<file path="src/drm_defines.svh">
// constants for the disc/drum controller instruction interface
// assumes inclusion by the package and the controller module only
`ifndef DRM_DEFINES_SVH
`define DRM_DEFINES_SVH
`define DRM_MB_INH   2
`define DRM_MB_WR    1
`define DRM_MB_RD    0
`define DRM_MODE_X1  3'h3
`define DRM_MODE_X2  3'h7
`define DRM_MODE_AW  3'h2
`define DRM_ST_BUSY  7
`define DRM_ST_NRDY  6
`define DRM_ST_PERR  5
`define DRM_ST_WLOCK 4
`define DRM_ST_TERM  2
`define DRM_ST_SYNC  1
`define DRM_ST_ILL   0
`define DRM_SEC_SMALL 7'h3F
`define DRM_SEC_LARGE 7'h7F
`define DRM_ZERO16   16'h0000
`endif

</file>
<file path="src/drm_pkg.sv">
// types shared by the disc/drum controller
// assumes the defines header is on the include path
package drm_pkg;
  `include "drm_defines.svh"
  typedef struct packed {
    logic [7:0]  addr;
    logic [15:0] acc;
  } drm_instr_t;
  typedef struct packed {
    logic co;
    logic dout;
    logic di;
    logic si;
    logic ai;
  } drm_strb_t;
  typedef enum logic [1:0] {DRM_IDLE, DRM_SEEK, DRM_XFER} drm_state_t;
endpackage

</file>
<file path="src/drm_ctrl.sv">
// disc/drum controller: programmed channel instruction interpreter
// assumes one instruction strobe per cycle, synchronous drive signals
//
// Summary of operation
// - upper five address bits match; low three mode
// - six legal control-out modes, others refused
// - low fifteen bits sector, top bit unit
// - sector 64 words, large drums 128
// - read/write control-out acked only when idle
// - interrupt-only control-out acked even when busy
// - no control-out ack without heads actuated
// - write allow raises request after ack
// - read allow raises request when word ready
// - accepted control-out drops service request
// - transfer runs until CPU misses holding time
// - data/status instructions ignore low three bits
// - data-out acked only when buffer free
// - write request when buffer empty, drop on ack
// - timing error keeps request, ends command
// - words written sequentially with odd parity
// - word and sector advance automatically
// - data-in returns last word, else zero
// - data-in acked only with word; request then
// - acked data-in drops service request
// - sequential read, parity error terminates
// - status bits busy, ready, errors, sync, address
// - status-in never acked, drops request
// - address-in answers own address if granted
// - address-in answer drops service request
`timescale 1ns/10ps
`include "drm_defines.svh"
module drm_ctrl #(
  parameter logic [4:0]  DEV_ADDR   = 5'h10,
  parameter logic [14:0] MAX_SECTOR = 15'h7FFF
) (
  input  wire logic               clk,
  input  wire logic               rst_n,
  input  wire drm_pkg::drm_instr_t instr,
  input  wire drm_pkg::drm_strb_t  strb,
  input  wire logic               prio_in,
  input  wire logic               heads_on,
  input  wire logic               dev_ready,
  input  wire logic               large_sec,
  input  wire logic               wr_locked,
  input  wire logic               sync_lost,
  input  wire logic               drv_on_sector,
  input  wire logic               drv_tick,
  input  wire logic [16:0]        drv_rd_word,
  output logic                    ack_ff,
  output logic                    svc_ff,
  output logic [15:0]             data_ff,
  output logic                    drv_start_ff,
  output logic                    drv_unit_ff,
  output logic [14:0]             drv_sector_ff,
  output logic [6:0]              drv_word_ff,
  output logic [16:0]             drv_wr_ff,
  output logic                    drv_wr_en_ff
);
  import drm_pkg::*;

  drm_state_t  state_ff;
  logic        wr_ff;
  logic        intr_en_ff;
  logic [15:0] wbuf_ff;
  logic        wbuf_full_ff;
  logic [15:0] rbuf_ff;
  logic        rbuf_full_ff;
  logic        need_ff;
  logic        perr_ff;
  logic        wlock_ff;
  logic        term_ff;
  logic        sync_ff;
  logic        ill_ff;
  logic        hit;
  logic [2:0]  mode;
  logic        legal;
  logic        xfer_cmd;
  logic        busy;
  logic        co_ok;
  logic        co_go;
  logic        do_ok;
  logic        di_ok;
  logic        si_hit;
  logic        ai_ok;
  logic        need_now;
  logic        svc_set;
  logic        svc_clr;
  logic        tick_x;
  logic        end_sec;
  logic        rd_bad;
  logic        wr_miss;
  logic        rd_miss;
  logic [15:0] status;

  function automatic logic addr_hit(input logic [7:0] a);
    addr_hit = (a[7:3] == DEV_ADDR);
  endfunction

  function automatic logic mode_legal(input logic [2:0] m);
    mode_legal = (m != `DRM_MODE_X1) && (m != `DRM_MODE_X2);
  endfunction

  assign hit      = addr_hit(instr.addr);
  assign mode     = instr.addr[2:0];
  assign legal    = mode_legal(mode);
  assign xfer_cmd = mode[`DRM_MB_RD] | mode[`DRM_MB_WR];
  assign busy     = (state_ff != DRM_IDLE);
  assign co_ok    = strb.co && hit && legal && heads_on
                    && (!xfer_cmd || !busy);
  assign co_go    = co_ok && xfer_cmd;
  assign do_ok    = strb.dout && hit && busy && wr_ff
                    && !wbuf_full_ff && !tick_x;
  assign di_ok    = strb.di && hit && rbuf_full_ff;
  assign si_hit   = strb.si && hit;
  assign ai_ok    = strb.ai && svc_ff && prio_in;
  assign tick_x   = drv_tick && (state_ff == DRM_XFER);
  assign end_sec  = large_sec ? (drv_word_ff == `DRM_SEC_LARGE)
                              : (drv_word_ff == `DRM_SEC_SMALL);
  assign rd_bad   = !(^drv_rd_word);
  assign wr_miss  = tick_x && wr_ff && !wbuf_full_ff;
  assign rd_miss  = tick_x && !wr_ff && rbuf_full_ff;

  always_comb
  begin
    status = `DRM_ZERO16;
    status[`DRM_ST_BUSY]  = busy;
    status[`DRM_ST_NRDY]  = !dev_ready;
    status[`DRM_ST_PERR]  = perr_ff;
    status[`DRM_ST_WLOCK] = wlock_ff;
    status[`DRM_ST_TERM]  = term_ff;
    status[`DRM_ST_SYNC]  = sync_ff;
    status[`DRM_ST_ILL]   = ill_ff;
  end

  // command sequencing
  always_ff @(posedge clk or negedge rst_n)
  begin
    if (!rst_n)
    begin
      state_ff     <= DRM_IDLE;
      wr_ff        <= 1'b0;
      drv_start_ff <= 1'b0;
      drv_unit_ff  <= 1'b0;
      drv_sector_ff <= 15'h0000;
      drv_word_ff  <= 7'h00;
    end
    else
    begin
      drv_start_ff <= 1'b0;
      unique case (state_ff)
        DRM_IDLE:
        begin
          if (co_go && (instr.acc[14:0] <= MAX_SECTOR)
              && !(mode[`DRM_MB_WR] && wr_locked))
          begin
            state_ff      <= DRM_SEEK;
            wr_ff         <= mode[`DRM_MB_WR];
            drv_unit_ff   <= instr.acc[15];
            drv_sector_ff <= instr.acc[14:0];
            drv_word_ff   <= 7'h00;
            drv_start_ff  <= 1'b1;
          end
        end
        DRM_SEEK:
        begin
          if (sync_lost)
            state_ff <= DRM_IDLE;
          else if (drv_on_sector)
            state_ff <= DRM_XFER;
        end
        DRM_XFER:
        begin
          if (sync_lost || wr_miss || rd_miss)
            state_ff <= DRM_IDLE;
          else if (tick_x && !wr_ff && rd_bad)
            state_ff <= DRM_IDLE;
          else if (tick_x)
          begin
            if (end_sec)
            begin
              drv_word_ff   <= 7'h00;
              drv_sector_ff <= drv_sector_ff + 15'h0001;
            end
            else
              drv_word_ff <= drv_word_ff + 7'h01;
          end
        end
      endcase
    end
  end

  // write buffer and recording
  always_ff @(posedge clk or negedge rst_n)
  begin
    if (!rst_n)
    begin
      wbuf_ff      <= `DRM_ZERO16;
      wbuf_full_ff <= 1'b0;
      drv_wr_ff    <= 17'h00000;
      drv_wr_en_ff <= 1'b0;
    end
    else
    begin
      drv_wr_en_ff <= 1'b0;
      if (co_go && !busy)
        wbuf_full_ff <= 1'b0;
      else if (do_ok)
      begin
        wbuf_ff      <= instr.acc;
        wbuf_full_ff <= 1'b1;
      end
      else if (tick_x && wr_ff && wbuf_full_ff && !sync_lost)
      begin
        drv_wr_ff    <= {~(^wbuf_ff), wbuf_ff};
        drv_wr_en_ff <= 1'b1;
        wbuf_full_ff <= 1'b0;
      end
    end
  end

  // read buffer
  always_ff @(posedge clk or negedge rst_n)
  begin
    if (!rst_n)
    begin
      rbuf_ff      <= `DRM_ZERO16;
      rbuf_full_ff <= 1'b0;
    end
    else
    begin
      if (co_go && !busy)
        rbuf_full_ff <= 1'b0;
      else if (di_ok)
        rbuf_full_ff <= 1'b0;
      else if (tick_x && !wr_ff && !rbuf_full_ff && !rd_bad
               && !sync_lost)
      begin
        rbuf_ff      <= drv_rd_word[15:0];
        rbuf_full_ff <= 1'b1;
      end
    end
  end

  // error status
  always_ff @(posedge clk or negedge rst_n)
  begin
    if (!rst_n)
    begin
      perr_ff  <= 1'b0;
      wlock_ff <= 1'b0;
      term_ff  <= 1'b0;
      sync_ff  <= 1'b0;
      ill_ff   <= 1'b0;
    end
    else if (co_go && !busy)
    begin
      perr_ff  <= 1'b0;
      term_ff  <= 1'b0;
      sync_ff  <= 1'b0;
      wlock_ff <= mode[`DRM_MB_WR] && wr_locked;
      ill_ff   <= (instr.acc[14:0] > MAX_SECTOR);
    end
    else
    begin
      if (tick_x && !wr_ff && !rbuf_full_ff && rd_bad)
        perr_ff <= 1'b1;
      if (wr_miss || rd_miss || (tick_x && !wr_ff && rd_bad))
        term_ff <= 1'b1;
      if (busy && sync_lost)
        sync_ff <= 1'b1;
    end
  end

  // interrupt mode and service request
  assign need_now = busy && wr_ff && !wbuf_full_ff
                    || rbuf_full_ff;
  assign svc_set  = intr_en_ff && need_now && !need_ff;
  assign svc_clr  = co_ok || do_ok || di_ok
                    || si_hit || ai_ok;

  always_ff @(posedge clk or negedge rst_n)
  begin
    if (!rst_n)
    begin
      intr_en_ff <= 1'b0;
      need_ff    <= 1'b0;
      svc_ff     <= 1'b0;
    end
    else
    begin
      need_ff <= intr_en_ff && need_now && !co_go;
      if (co_ok)
        intr_en_ff <= !mode[`DRM_MB_INH];
      if (svc_set)
        svc_ff <= 1'b1;
      else if (svc_clr)
        svc_ff <= 1'b0;
    end
  end

  // acknowledge and data lines
  always_ff @(posedge clk or negedge rst_n)
  begin
    if (!rst_n)
    begin
      ack_ff  <= 1'b0;
      data_ff <= `DRM_ZERO16;
    end
    else
    begin
      ack_ff <= co_ok || do_ok || di_ok;
      if (di_ok)
        data_ff <= rbuf_ff;
      else if (si_hit)
        data_ff <= status;
      else if (ai_ok)
        data_ff <= {8'h00, DEV_ADDR, 3'h0};
      else
        data_ff <= `DRM_ZERO16;
    end
  end
endmodule

</file>
<file path="config.mk">
export PLATFORM = sky130hd
export DESIGN_NAME = drm_ctrl
export DESIGN_NICKNAME = d
export VERILOG_FILES = /design/src/drm_pkg.sv /design/src/drm_ctrl.sv
export VERILOG_INCLUDE_DIRS = /design/src
export SDC_FILE = /design/constraint.sdc
export NUM_CORES = 1
export LEC_CHECK = 0
export BUFFER_PORTS_ARGS = -buffer_cell sky130_fd_sc_hd__clkbuf_2
export CORE_MARGIN = 4
export CORE_UTILIZATION = 40
export DETAILED_ROUTE_END_ITERATION = 8
export GPL_TIMING_DRIVEN = 0
export RECOVER_POWER = 50
export SLEW_MARGIN = 20
export SYNTH_ARGS = -nofsm -noshare
export SYNTH_HDL_FRONTEND = slang
export SYNTH_SLANG_ARGS = --single-unit
</file>
<file path="constraint.sdc">
create_clock -name clk -period 4.1 [get_ports clk]
set_clock_uncertainty 0.15 [all_clocks]
set_input_delay 0.205 -clock clk [delete_from_list [all_inputs] [get_ports clk]]
set_output_delay 0.205 -clock clk [all_outputs]
set_load 0.01 [all_outputs]
</file>
; Word level (Yosys, flattened, before mapping)
; Index checks and enable logic that the tools add are counted.
[word_totals]
out_inout_bits = 60
input_bits = 56
wordCells = 165
reg_bits = 104
[classes]
addsub = 2
n_lt_le_gt_ge = 2
bitwise_logic = 5
muxes = 41
n_eq_ne = 14
reduce_logical = 79
[op_table]
columns = operator, count
row1 = 2-to-1 mux 15 bit, 5
row2 = logical AND 1 bit, 38
row3 = 2-to-1 mux 7 bit, 5
row4 = one-hot mux 15 bit (2 select lines), 1
row5 = 2-to-1 mux 1 bit, 20
row6 = XOR reduction 17 bit, 1
row7 = 2-to-1 mux 16 bit, 1
row8 = 2-to-1 mux 8 bit, 2
row9 = XOR reduction 16 bit, 1
row10 = "adder 15 x 1 -> 15 bit, second input constant", 1
row11 = "greater-than comparator 15 bit, second input constant", 1
row12 = "less-or-equal comparator 15 bit, second input constant", 1
row13 = one-hot mux 7 bit (2 select lines), 1
row14 = logical NOT 1 bit, 13
row15 = nonzero test 2 bit, 6
row16 = logical OR 1 bit, 10
row17 = 2-to-1 mux 2 bit, 5
row18 = "inequality test 2 bit, second input constant", 5
row19 = AND reduction 3 bit, 3
row20 = "adder 7 x 1 -> 7 bit, second input constant", 1
row21 = "== test 7 x 6 -> 1 bit, second input constant", 1
row22 = "== test 7 bit, second input constant", 1
row23 = "inequality test 3 bit, second input constant", 2
row24 = one-hot mux 2 bit (3 select lines), 1
row25 = 12 further kinds, 17

; Longest topological paths before layout
; Gate-level depths: netlist of run 1.
[depth]
ltp_word = 12
depth_mapped = 9
mapped_depth_nobuf = 8

; Least setup slack after synthesis of run 1
; No wires, ideal clock.
[synth_timing]
path_type = register to register
start = register drv_word_ff[0]
end = register drv_sector_ff[11]
arrival_ps = 2156
setup_ps = 137
stages_incl_launch_ff = 7
required_ps = 3813
path_buffers = 1
period_less_slack_ps = 2443
path_slack_ps = 1657
path_cell_list = dfrtp_1 ha_1 nand4_1 o31ai_1 o311a_1 clkbuf_1 a21oi_1
[synth_via]
elab_chain_cells = 4
elab_cells_between_ends = 5
classes_between = 3 x eq/ne / 1 x mux / 1 x reduce/logical
[synth_rtl]
columns = element, line
row1 = from (decl), drm_ctrl.sv:55  ; output logic [6:0] drv_word_ff,
row2 = from (signal assigned), drm_ctrl.sv:185  ; drv_word_ff <= drv_word_ff + 7'h01;
row3 = == test 7 x 6 -> 1 bit (no line) or == test 7 bit (tied branches), --
row4 = 2-to-1 mux 1 bit *, drm_ctrl.sv:117  ; assign end_sec = large_sec ? (drv_word_ff == `DRM_SEC_LARGE)
row5 = inequality test 2 bit (no line) *, --
row6 = AND reduction 6 bit (no line) *, --
row7 = to (signal assigned), drm_ctrl.sv:159  ; drv_sector_ff <= instr.acc[14:0];
row8 = to (signal assigned), drm_ctrl.sv:182  ; drv_sector_ff <= drv_sector_ff + 15'h0001;
row9 = to (decl), drm_ctrl.sv:54  ; output logic [14:0] drv_sector_ff,
; Mark *: on every way between the ends. The rest lies on a longest branch, timed or not.
; A chain may end at the register's enable or synchronous reset.

; Worst setup path after layout of run 1
[layout_timing]
start = input drv_rd_word[12]
end = register rbuf_ff[10]
[layout_via]
elab_chain_cells = 4
[layout_rtl]
columns = element, line
row1 = from (decl), drm_ctrl.sv:48  ; input wire logic [16:0] drv_rd_word,
row2 = XOR reduction 17 bit, drm_ctrl.sv:119  ; assign rd_bad = !(^drv_rd_word);
row3 = logical AND 1 bit, drm_ctrl.sv:235  ; else if (tick_x && !wr_ff && !rbuf_full_ff && !rd_bad
row4 = logical AND 1 bit, drm_ctrl.sv:236  ; && !sync_lost)
row5 = AND reduction 3 bit (no line), --
row6 = to (signal assigned), drm_ctrl.sv:226  ; rbuf_ff <= `DRM_ZERO16;
row7 = to (signal assigned), drm_ctrl.sv:238  ; rbuf_ff <= drv_rd_word[15:0];
row8 = to (decl), drm_ctrl.sv:66  ; logic [15:0] rbuf_ff;
; No other way between the ends.

==> results of run 1 <==
[metal layers]
metal	wire [µm]	share of wire (%)	up-vias
met5	0	0	-
met4	97	0.84	0
met3	855	7.4	14
met2	5450	47	106
met1	5150	45	1817
li1	-	-	1808
[power breakdown]
part / total, mW / internal (mW) / switching [mW]
clock: 1.06 / 0.679 / 0.384
combinational: 0.970 / 0.406 / 0.564
sequential: 1.32 / 1.18 / 0.132
[final cells by class]
type / count / share of cell area (%)
Sequential cell: 104 / 41.2
Multi-Input combinational cell: 280 / 33.4
Timing Repair Buffer: 153 / 14.9
Clock buffer: 10 / 3.78
Tap cell: 143 / 2.83
Clock inverter: 6 / 2.20
Buffer: 19 / 1.19
Inverter: 9 / 0.535
[through the flow]
stage / power, mW / setup slack (ns) / hold slack [ns] / util [%] / instances
2_1_floorplan: 1.94 / 1.66 / -0.241 / - / 412
3_3_place_gp: 2.25 / 1.12 / 0.251 / 48.0 / 670
3_5_place_dp: 2.29 / 1.04 / 0.0522 / 48.3 / 671
4_1_cts: 3.40 / 1.04 / 0.00773 / 54.7 / 724
5_1_grt: 3.59 / 1.04 / 0.0233 / 54.4 / 724
6_report: 3.35 / 1.14 / 0.0177 / 54.4 / 724
[final timing paths]
check / start / end / cells after the start
max: drv_rd_word[12] / rbuf_ff[10] / 8
min: instr[17] / wlock_ff / 3
max reg2reg: state_ff[0] / drv_wr_ff[9] / 9
min reg2reg: need_ff / svc_ff / 1
max in group asynchronous: rst_n / wbuf_ff[7] / 3
min in group asynchronous: rst_n / data_ff[7] / 2
[logic make-up (layout without fill, tap and decap cells)]
logic type | after synthesis | count (layout) | share of synthesized area [%]
buffers and inverters | 28 | 197 | 2.26
adder cells (fa/ha/maj) | 6 | 6 | 1.51
XOR/XNOR | 28 | 28 | 6.24
flip-flops | 104 | 104 | 54.0
AND/OR/NAND/NOR | 105 | 105 | 11.7
AO/OA/AOI/OAI | 85 | 85 | 11.3
multiplexers | 56 | 56 | 13.0
[cells in the final DEF, fill, tap and decap left out, drive strengths merged, types with 4 or more instances in the layout]
master       synthesis  final
a22o                 6      6
buf                  5      6
and3                 5      5
ha                   5      5
or3                  4      4
xnor2               21     21
mux2                51     51
mux2i                5      5
nor2b                4      4
dfrtp              104    104
nand4                8      8
bufinv               0      4
clkbuf              14    139
dlygate4sd3          0     37
o21ai               25     25
nand3               14     14
o22ai                5      5
nand2b               5      5
and2                11     11
nor2                 7      7
inv                  9     10
nand2               36     36
xnor3                4      4
a21oi               26     26
[state kept, by name, indices dropped and copies added (netlist names), 2 cells and up]
signal / cells
drv_sector_ff: 15
drv_wr_ff: 17
rbuf_ff: 16
wbuf_ff: 16
drv_word_ff: 7
data_ff: 16
state_ff: 2
[what timing repair did]
action | 4_1_cts | 5_1_grt
resized for setup | 0 | 0
hold buffers | 37 | 0
hold endpoints to repair | 93 | 0
[worst register-to-register path: cells and delay by family, from the launching register on]
kind            cells  cell delay (ns)
flops               1             0.34
compound gates      1             0.07
simple gates        3             0.40
buf+inv             3             1.08
fa+ha+maj           1             0.29
mux                 1             0.40
==> impl_metrics.json, run 1 <==
{
  "io_buffers": 115,
  "grt.total_usage_pct": 17.5,
  "crit_arrival_ns": 3.04,
  "root_buffer": "clkbuf_16",
  "grt_max_degree": 56,
  "max_freq_mhz": 338,
  "dr.pass1.iters": 4,
  "start_util_pct": 41.5,
  "start_kind": "primary input",
  "rrSetupSlack_ns": 1.26,
  "drive_above_1_share_pct": 27.4,
  "avgRoutedWirePerCell_um": 16.0,
  "synth_flop_cell": "dfrtp_1",
  "ant_nets": 0,
  "netlist_top_cells_count": "dfrtp_1 (104), mux2_2 (49), nand2_1 (36), a21oi_1 (26), o21ai_0 (25)",
  "use_met3_pct": 6.63,
  "ios": 116,
  "grt_pass1_vias": 3849,
  "std_cell_rows": 39,
  "synthToLayoutAreaGrowth_pct": 31.2,
  "final_nets": 637,
  "endpoint_kind": "register",
  "htree_levels": 3,
  "core-area_mm2": 0.0116,
  "powerDensity_mw_per_mm2": 530,
  "die_area_mm2": 0.0139,
  "synth_edf_count": 0,
  "die_width_um": 118,
  "syn_inst": 412,
  "p_leak_nw": 3.00,
  "vias": 3745,
  "synth-seq-area-share_pct": 54.0,
  "cts_setup_buffers": 0,
  "synth_area_mm2": 0.00482,
  "postLayoutCellArea_mm2": 0.00632,
  "hold_viol_final": 0,
  "path_class": "primary input to register",
  "syn_area_per_cell_um2": 11.7,
  "status": "finished, final reports clean",
  "finalSetupViolations": 0,
  "slew-limit-headroom_pct": 52.8,
  "synth_nets": 473,
  "fillerInstances": 1042,
  "grt_remaining_overflow": 0,
  "cp_common_cell": "xnor3_1",
  "crit_slowest_cell": "dlygate4sd3_1",
  "max-cap-violations": 0,
  "multi_input_area_mm2": 0.00211,
  "tightest_slew_ns": 0.703,
  "die_y_um": 118,
  "met1_usage_pct": 22.4,
  "cts_num_sinks": 104,
  "clk_pin_slew_ns": 0.07,
  "yosysMostFrequentCell": "dfrtp_1",
  "synth_top_cell_by_area": "dfrtp_1",
  "antenna_found_initial": 0,
  "ys_ff_latch": 104,
  "busiest_layer": "met2",
  "clk_path_buf_depth": 2,
  "met2_usage_pct": 28.1,
  "cts_buffers": 9,
  "fin_crit_sh_pct": 72.2,
  "path_buf_inv": 3,
  "grt_pass1_wl_mm": 19.6,
  "synth_top_area_share_pct": 54.0,
  "cp_max_fo": 10,
  "synth_cell_types": 53,
  "tns_ns": 0,
  "min_path_type": "primary input to register",
  "crit_family": "XOR/XNOR gates",
  "clock_latency_ns": 0.35,
  "drv_slew": 0,
  "regArea_mm2": 0.00260,
  "dpl_cell_area_mm2": 0.00561,
  "hpwlAfterDp_mm": 8.36,
  "drt-total-wl_mm": 11.6,
  "synth.area.top_cells": "dfrtp_1 (54%), mux2_2 (11%), xnor2_1 (3.8%)",
  "ys_warn_count": 0,
  "dr.first_iter.drc_count": 215,
  "crit_chain": "dlygate4sd3_1, clkbuf_2, xnor3_1, xnor3_1, xnor3_1, nand4_2, buf_2, mux2_1",
  "period_needed_ns": 2.96,
  "max_stage_delay_ns": 0.53,
  "via_per_inst": 5.17,
  "synthArstFlopShare_pct": 100,
  "drc_errors": 0,
  "required_ns": 4.18,
  "cts_tree": "yes",
  "antenna_cells": 0,
  "gp_congestion": 0.798,
  "grt_setup_unrepaired": "no",
  "peakVddDrop_v": 0.000485
}
Note: power is estimated with default switching activity, not from simulation.
==> inputs of run 2 (changes only) <==
--- a/config.mk
+++ b/config.mk
@@ -6,6 +6,7 @@
 export SDC_FILE = /design/constraint.sdc
 export NUM_CORES = 1
 export LEC_CHECK = 0
+export ABC_AREA = 1
 export BUFFER_PORTS_ARGS = -buffer_cell sky130_fd_sc_hd__clkbuf_2
 export CORE_MARGIN = 4
 export CORE_UTILIZATION = 40
==> constraint.sdc (replaced) <==
create_clock -name clk -period 2.51 [get_ports clk]
set_clock_uncertainty 0.15 [all_clocks]
set_input_delay 0.1255 -clock clk [delete_from_list [all_inputs] [get_ports clk]]
set_output_delay 0.1255 -clock clk [all_outputs]
set_load 0.01 [all_outputs]
==> impl_metrics.json, run 2 <==
{
  "required_ns": 2.60,
  "fin_cells": 1016,
  "cp_common_cell": "nand2_1",
  "min_path_type": "primary input to register",
  "synth_flop_cell": "dfrtp_1",
  "clk_path_buf_depth": 2,
  "final_nets": 899,
  "io_buffers": 115,
  "die_width_um": 123,
  "whs_path_depth": 5,
  "tightest_slew_ns": 1.54,
  "drive_above_1_share_pct": 17.1,
  "die_y_um": 123,
  "ant_nets": 0,
  "final_core_util_pct": 53.3,
  "violations": "capacitance limit, slew limit",
  "synthArstFlopShare_pct": 100,
  "regMostFlops": "drv_wr_ff",
  "slew-limit-headroom_pct": -2.56,
  "status": "finished with violations",
  "die_area_mm2": 0.0151,
  "yosysMostFrequentCell": "nand2_1",
  "grt_pass1_wl_mm": 22.2,
  "syn_inst": 668,
  "avgRoutedWirePerCell_um": 13.3,
  "min_to": "intr_en_ff",
  "syn_area_per_cell_um2": 7.92,
  "htree_levels": 3,
  "grt.total_usage_pct": 18.8,
  "crit_arrival_ns": 2.40,
  "dr.first_iter.drc_count": 341,
  "powerDensity_mw_per_mm2": 748,
  "p_clk_share_pct": 27.9,
  "cp_max_fo": 10,
  "rrSetupSlack_ns": 0.19,
  "max_freq_mhz": 432,
  "p_comb_share_pct": 30.3,
  "synth_top_area_share_pct": 49.2,
  "ys_ff_latch": 104,
  "via_per_inst": 4.72,
  "p_int_mw": 3.36,
  "cts_tree": "yes",
  "drc_errors": 0,
  "finalSetupViolations": 0,
  "worstHoldStart": "strb[4]",
  "synth_edf_count": 0,
  "max-cap-violations": 1,
  "cts_buffers": 9,
  "hpwlAfterDp_mm": 10.0,
  "worstRegToRegCells": 14,
  "switching_share_pct": 34.1,
  "ys_warn_count": 0,
  "regToRegEndpoint": "drv_sector_ff[9]",
  "crit_slowest_cell": "dfrtp_1",
  "synthToLayoutAreaGrowth_pct": 28.7,
  "path_buf_inv": 5,
  "synth_nets": 729,
  "synth_top_cell_by_area": "dfrtp_1",
  "layout_common_cells": "nand2_1 (258), dfrtp_1 (104), clkbuf_2 (85)",
  "clk_pin_slew_ns": 0.07,
  "p_leak_nw": 3.63,
  "synth_area_mm2": 0.00529,
  "netlist_top_cells_count": "nand2_1 (259), dfrtp_1 (104), inv_1 (71), o21ai_0 (34), nand3_1 (33)",
  "largest_reg_flops": 17,
  "drv_slew": 25,
  "power.switching_mw": 1.74,
  "core-area_mm2": 0.0128,
  "max_stage_delay_ns": 0.37,
  "hold_viol_final": 0,
  "dr.pass1.iters": 4,
  "grt_max_degree": 81,
  "path_class": "register to register",
  "synth_cell_types": 35,
  "drt-total-wl_mm": 13.6,
  "endpoint_kind": "register",
  "crit_family": "simple AND/OR/NAND/NOR gates",
  "crit_chain": "inv_1, ha_1, buf_6, nand2_1, inv_1, nand3_2, nand3_1, inv_1, nand2_1, a22oi_4, nand3_4, buf_6, nand2_1, nand2_1",
  "final_common_cell": "nand2_1",
  "start_util_pct": 41.4,
  "rr_startpoint": "state_ff[0]",
  "antenna_found_initial": 0,
  "period_needed_ns": 2.32,
  "gp_congestion": 0.880,
  "root_buffer": "clkbuf_16",
  "synth-seq-area-share_pct": 49.2,
  "std_cell_rows": 41,
  "clock_latency_ns": 0.35,
  "start_kind": "register",
  "grt_remaining_overflow": 0,
  "dp.cells": 956,
  "grt_setup_unrepaired": "no",
  "synth.area.top_cells": "dfrtp_1 (49%), nand2_1 (18%), inv_1 (5.0%)",
  "fin_crit_sh_pct": 92.3,
  "peakVddDrop_v": 0.000342,
  "grt_pass1_vias": 4600,
  "ios": 116,
  "cts_num_sinks": 104,
  "vias": 4799,
  "pwr-share-seq_pct": 41.8
}
==> run 2: cell count changes after synthesis, sizes merged, moves of 6 or more <==
cell   previous run  this run
buf               5        11
a21oi            26         9
a22o              6         0
nand3            14        37
xnor2            21        13
nor2              7        30
xor2              3         9
nor3              1         7
mux2             51        10
nand4             8        17
nand2            36       263
inv               9        71
o21ai            25        50
and2             11         0
==> run 2: routing by layer <==
layer	global-route usage (%)	wire (µm)	up-vias
met1	26.1	6500	2204
met5	0	0	-
met4	7.89	280	0
met3	3.11	661	18
met2	29.2	6120	113
li1	-	-	2464
==> run 2: area by class of cell <==
type | instances | area, µm²
fill | 1272 | 5960
clock buffer | 13 | 260
clock inverter | 3 | 40.0
timing repair buffer | 159 | 987
tap | 172 | 215
multi-input combinational | 471 | 2310
sequential | 104 | 2600
antenna | 1 | 2.50
inverter | 73 | 279
buffer | 20 | 111
==> run 2: worst reg2reg max path, stage by stage, from the launching register on <==
cell	delay, ns
dfrtp_1	0.37
inv_1	0.07
ha_1	0.20
buf_6	0.13
nand2_1	0.11
inv_1	0.08
nand3_2	0.07
nand3_1	0.07
inv_1	0.07
nand2_1	0.09
a22oi_4	0.34
nand3_4	0.16
buf_6	0.18
nand2_1	0.06
nand2_1	0.05
==> run 2: power by group through the flow <==
stage | clock (mW) | combinational [mW] | sequential, mW
6_report | 1.42 | 1.55 | 2.13
4_1_cts | 1.48 | 1.51 | 2.13
3_5_place_dp | 0 | 1.46 | 2.16
5_1_grt | 1.54 | 1.75 | 2.16
2_1_floorplan | 0 | 0.920 | 2.17
3_3_place_gp | 0 | 1.41 | 2.15
==> run 2: how the worst max path moves through the flow <==
stage | startpoint | endpoint | slack, ns | depth (start not counted)
3_5_place_dp | state_ff[0] | rbuf_ff[1] | 0.07 | 13
2_1_floorplan | state_ff[0] | drv_sector_ff[6] | 0.43 | 14
4_1_cts | state_ff[0] | rbuf_ff[1] | 0.05 | 13
5_1_grt | state_ff[0] | drv_wr_ff[12] | 0.02 | 12
6_report | state_ff[0] | drv_sector_ff[9] | 0.19 | 14
3_3_place_gp | rst_n | svc_ff | -0.29 | 1
==> run 2: timing repair <==
item | CTS | global route
hold buffers | 40 | 0
hold endpoints to repair | 146 | 0
resized for setup | 0 | 4
buffers inserted | 0 | 3
setup endpoints to repair | 0 | 40
==> run 2: kinds of logic after synthesis <==
group,share of synthesized area (%)
buf+inv,7.31
compound gates,7.17
mux,2.13
fa+ha+maj,1.18
xor+xnor,3.64
flops,49.2
simple gates,29.4
==> run 2: stage by stage <==
| stage | power (mW) | setup TNS (ns) | instance area, µm² | setup slack (ns) | hold slack (ns) |
|---|---|---|---|---|---|
| detailed placement | 3.61 | 0 | 6120 | 0.0672 | -0.125 |
| CTS | 5.12 | 0 | 6820 | 0.0499 | 0.0134 |
| global route | 5.46 | 0 | 6810 | 0.0198 | 0.0642 |
| global placement | 3.56 | -29.01 | 6080 | -0.287 | 0.169 |
| finish | 5.09 | 0 | 6810 | 0.193 | 0.0263 |
| floorplan | 3.09 | 0 | 5290 | 0.426 | -0.320 |
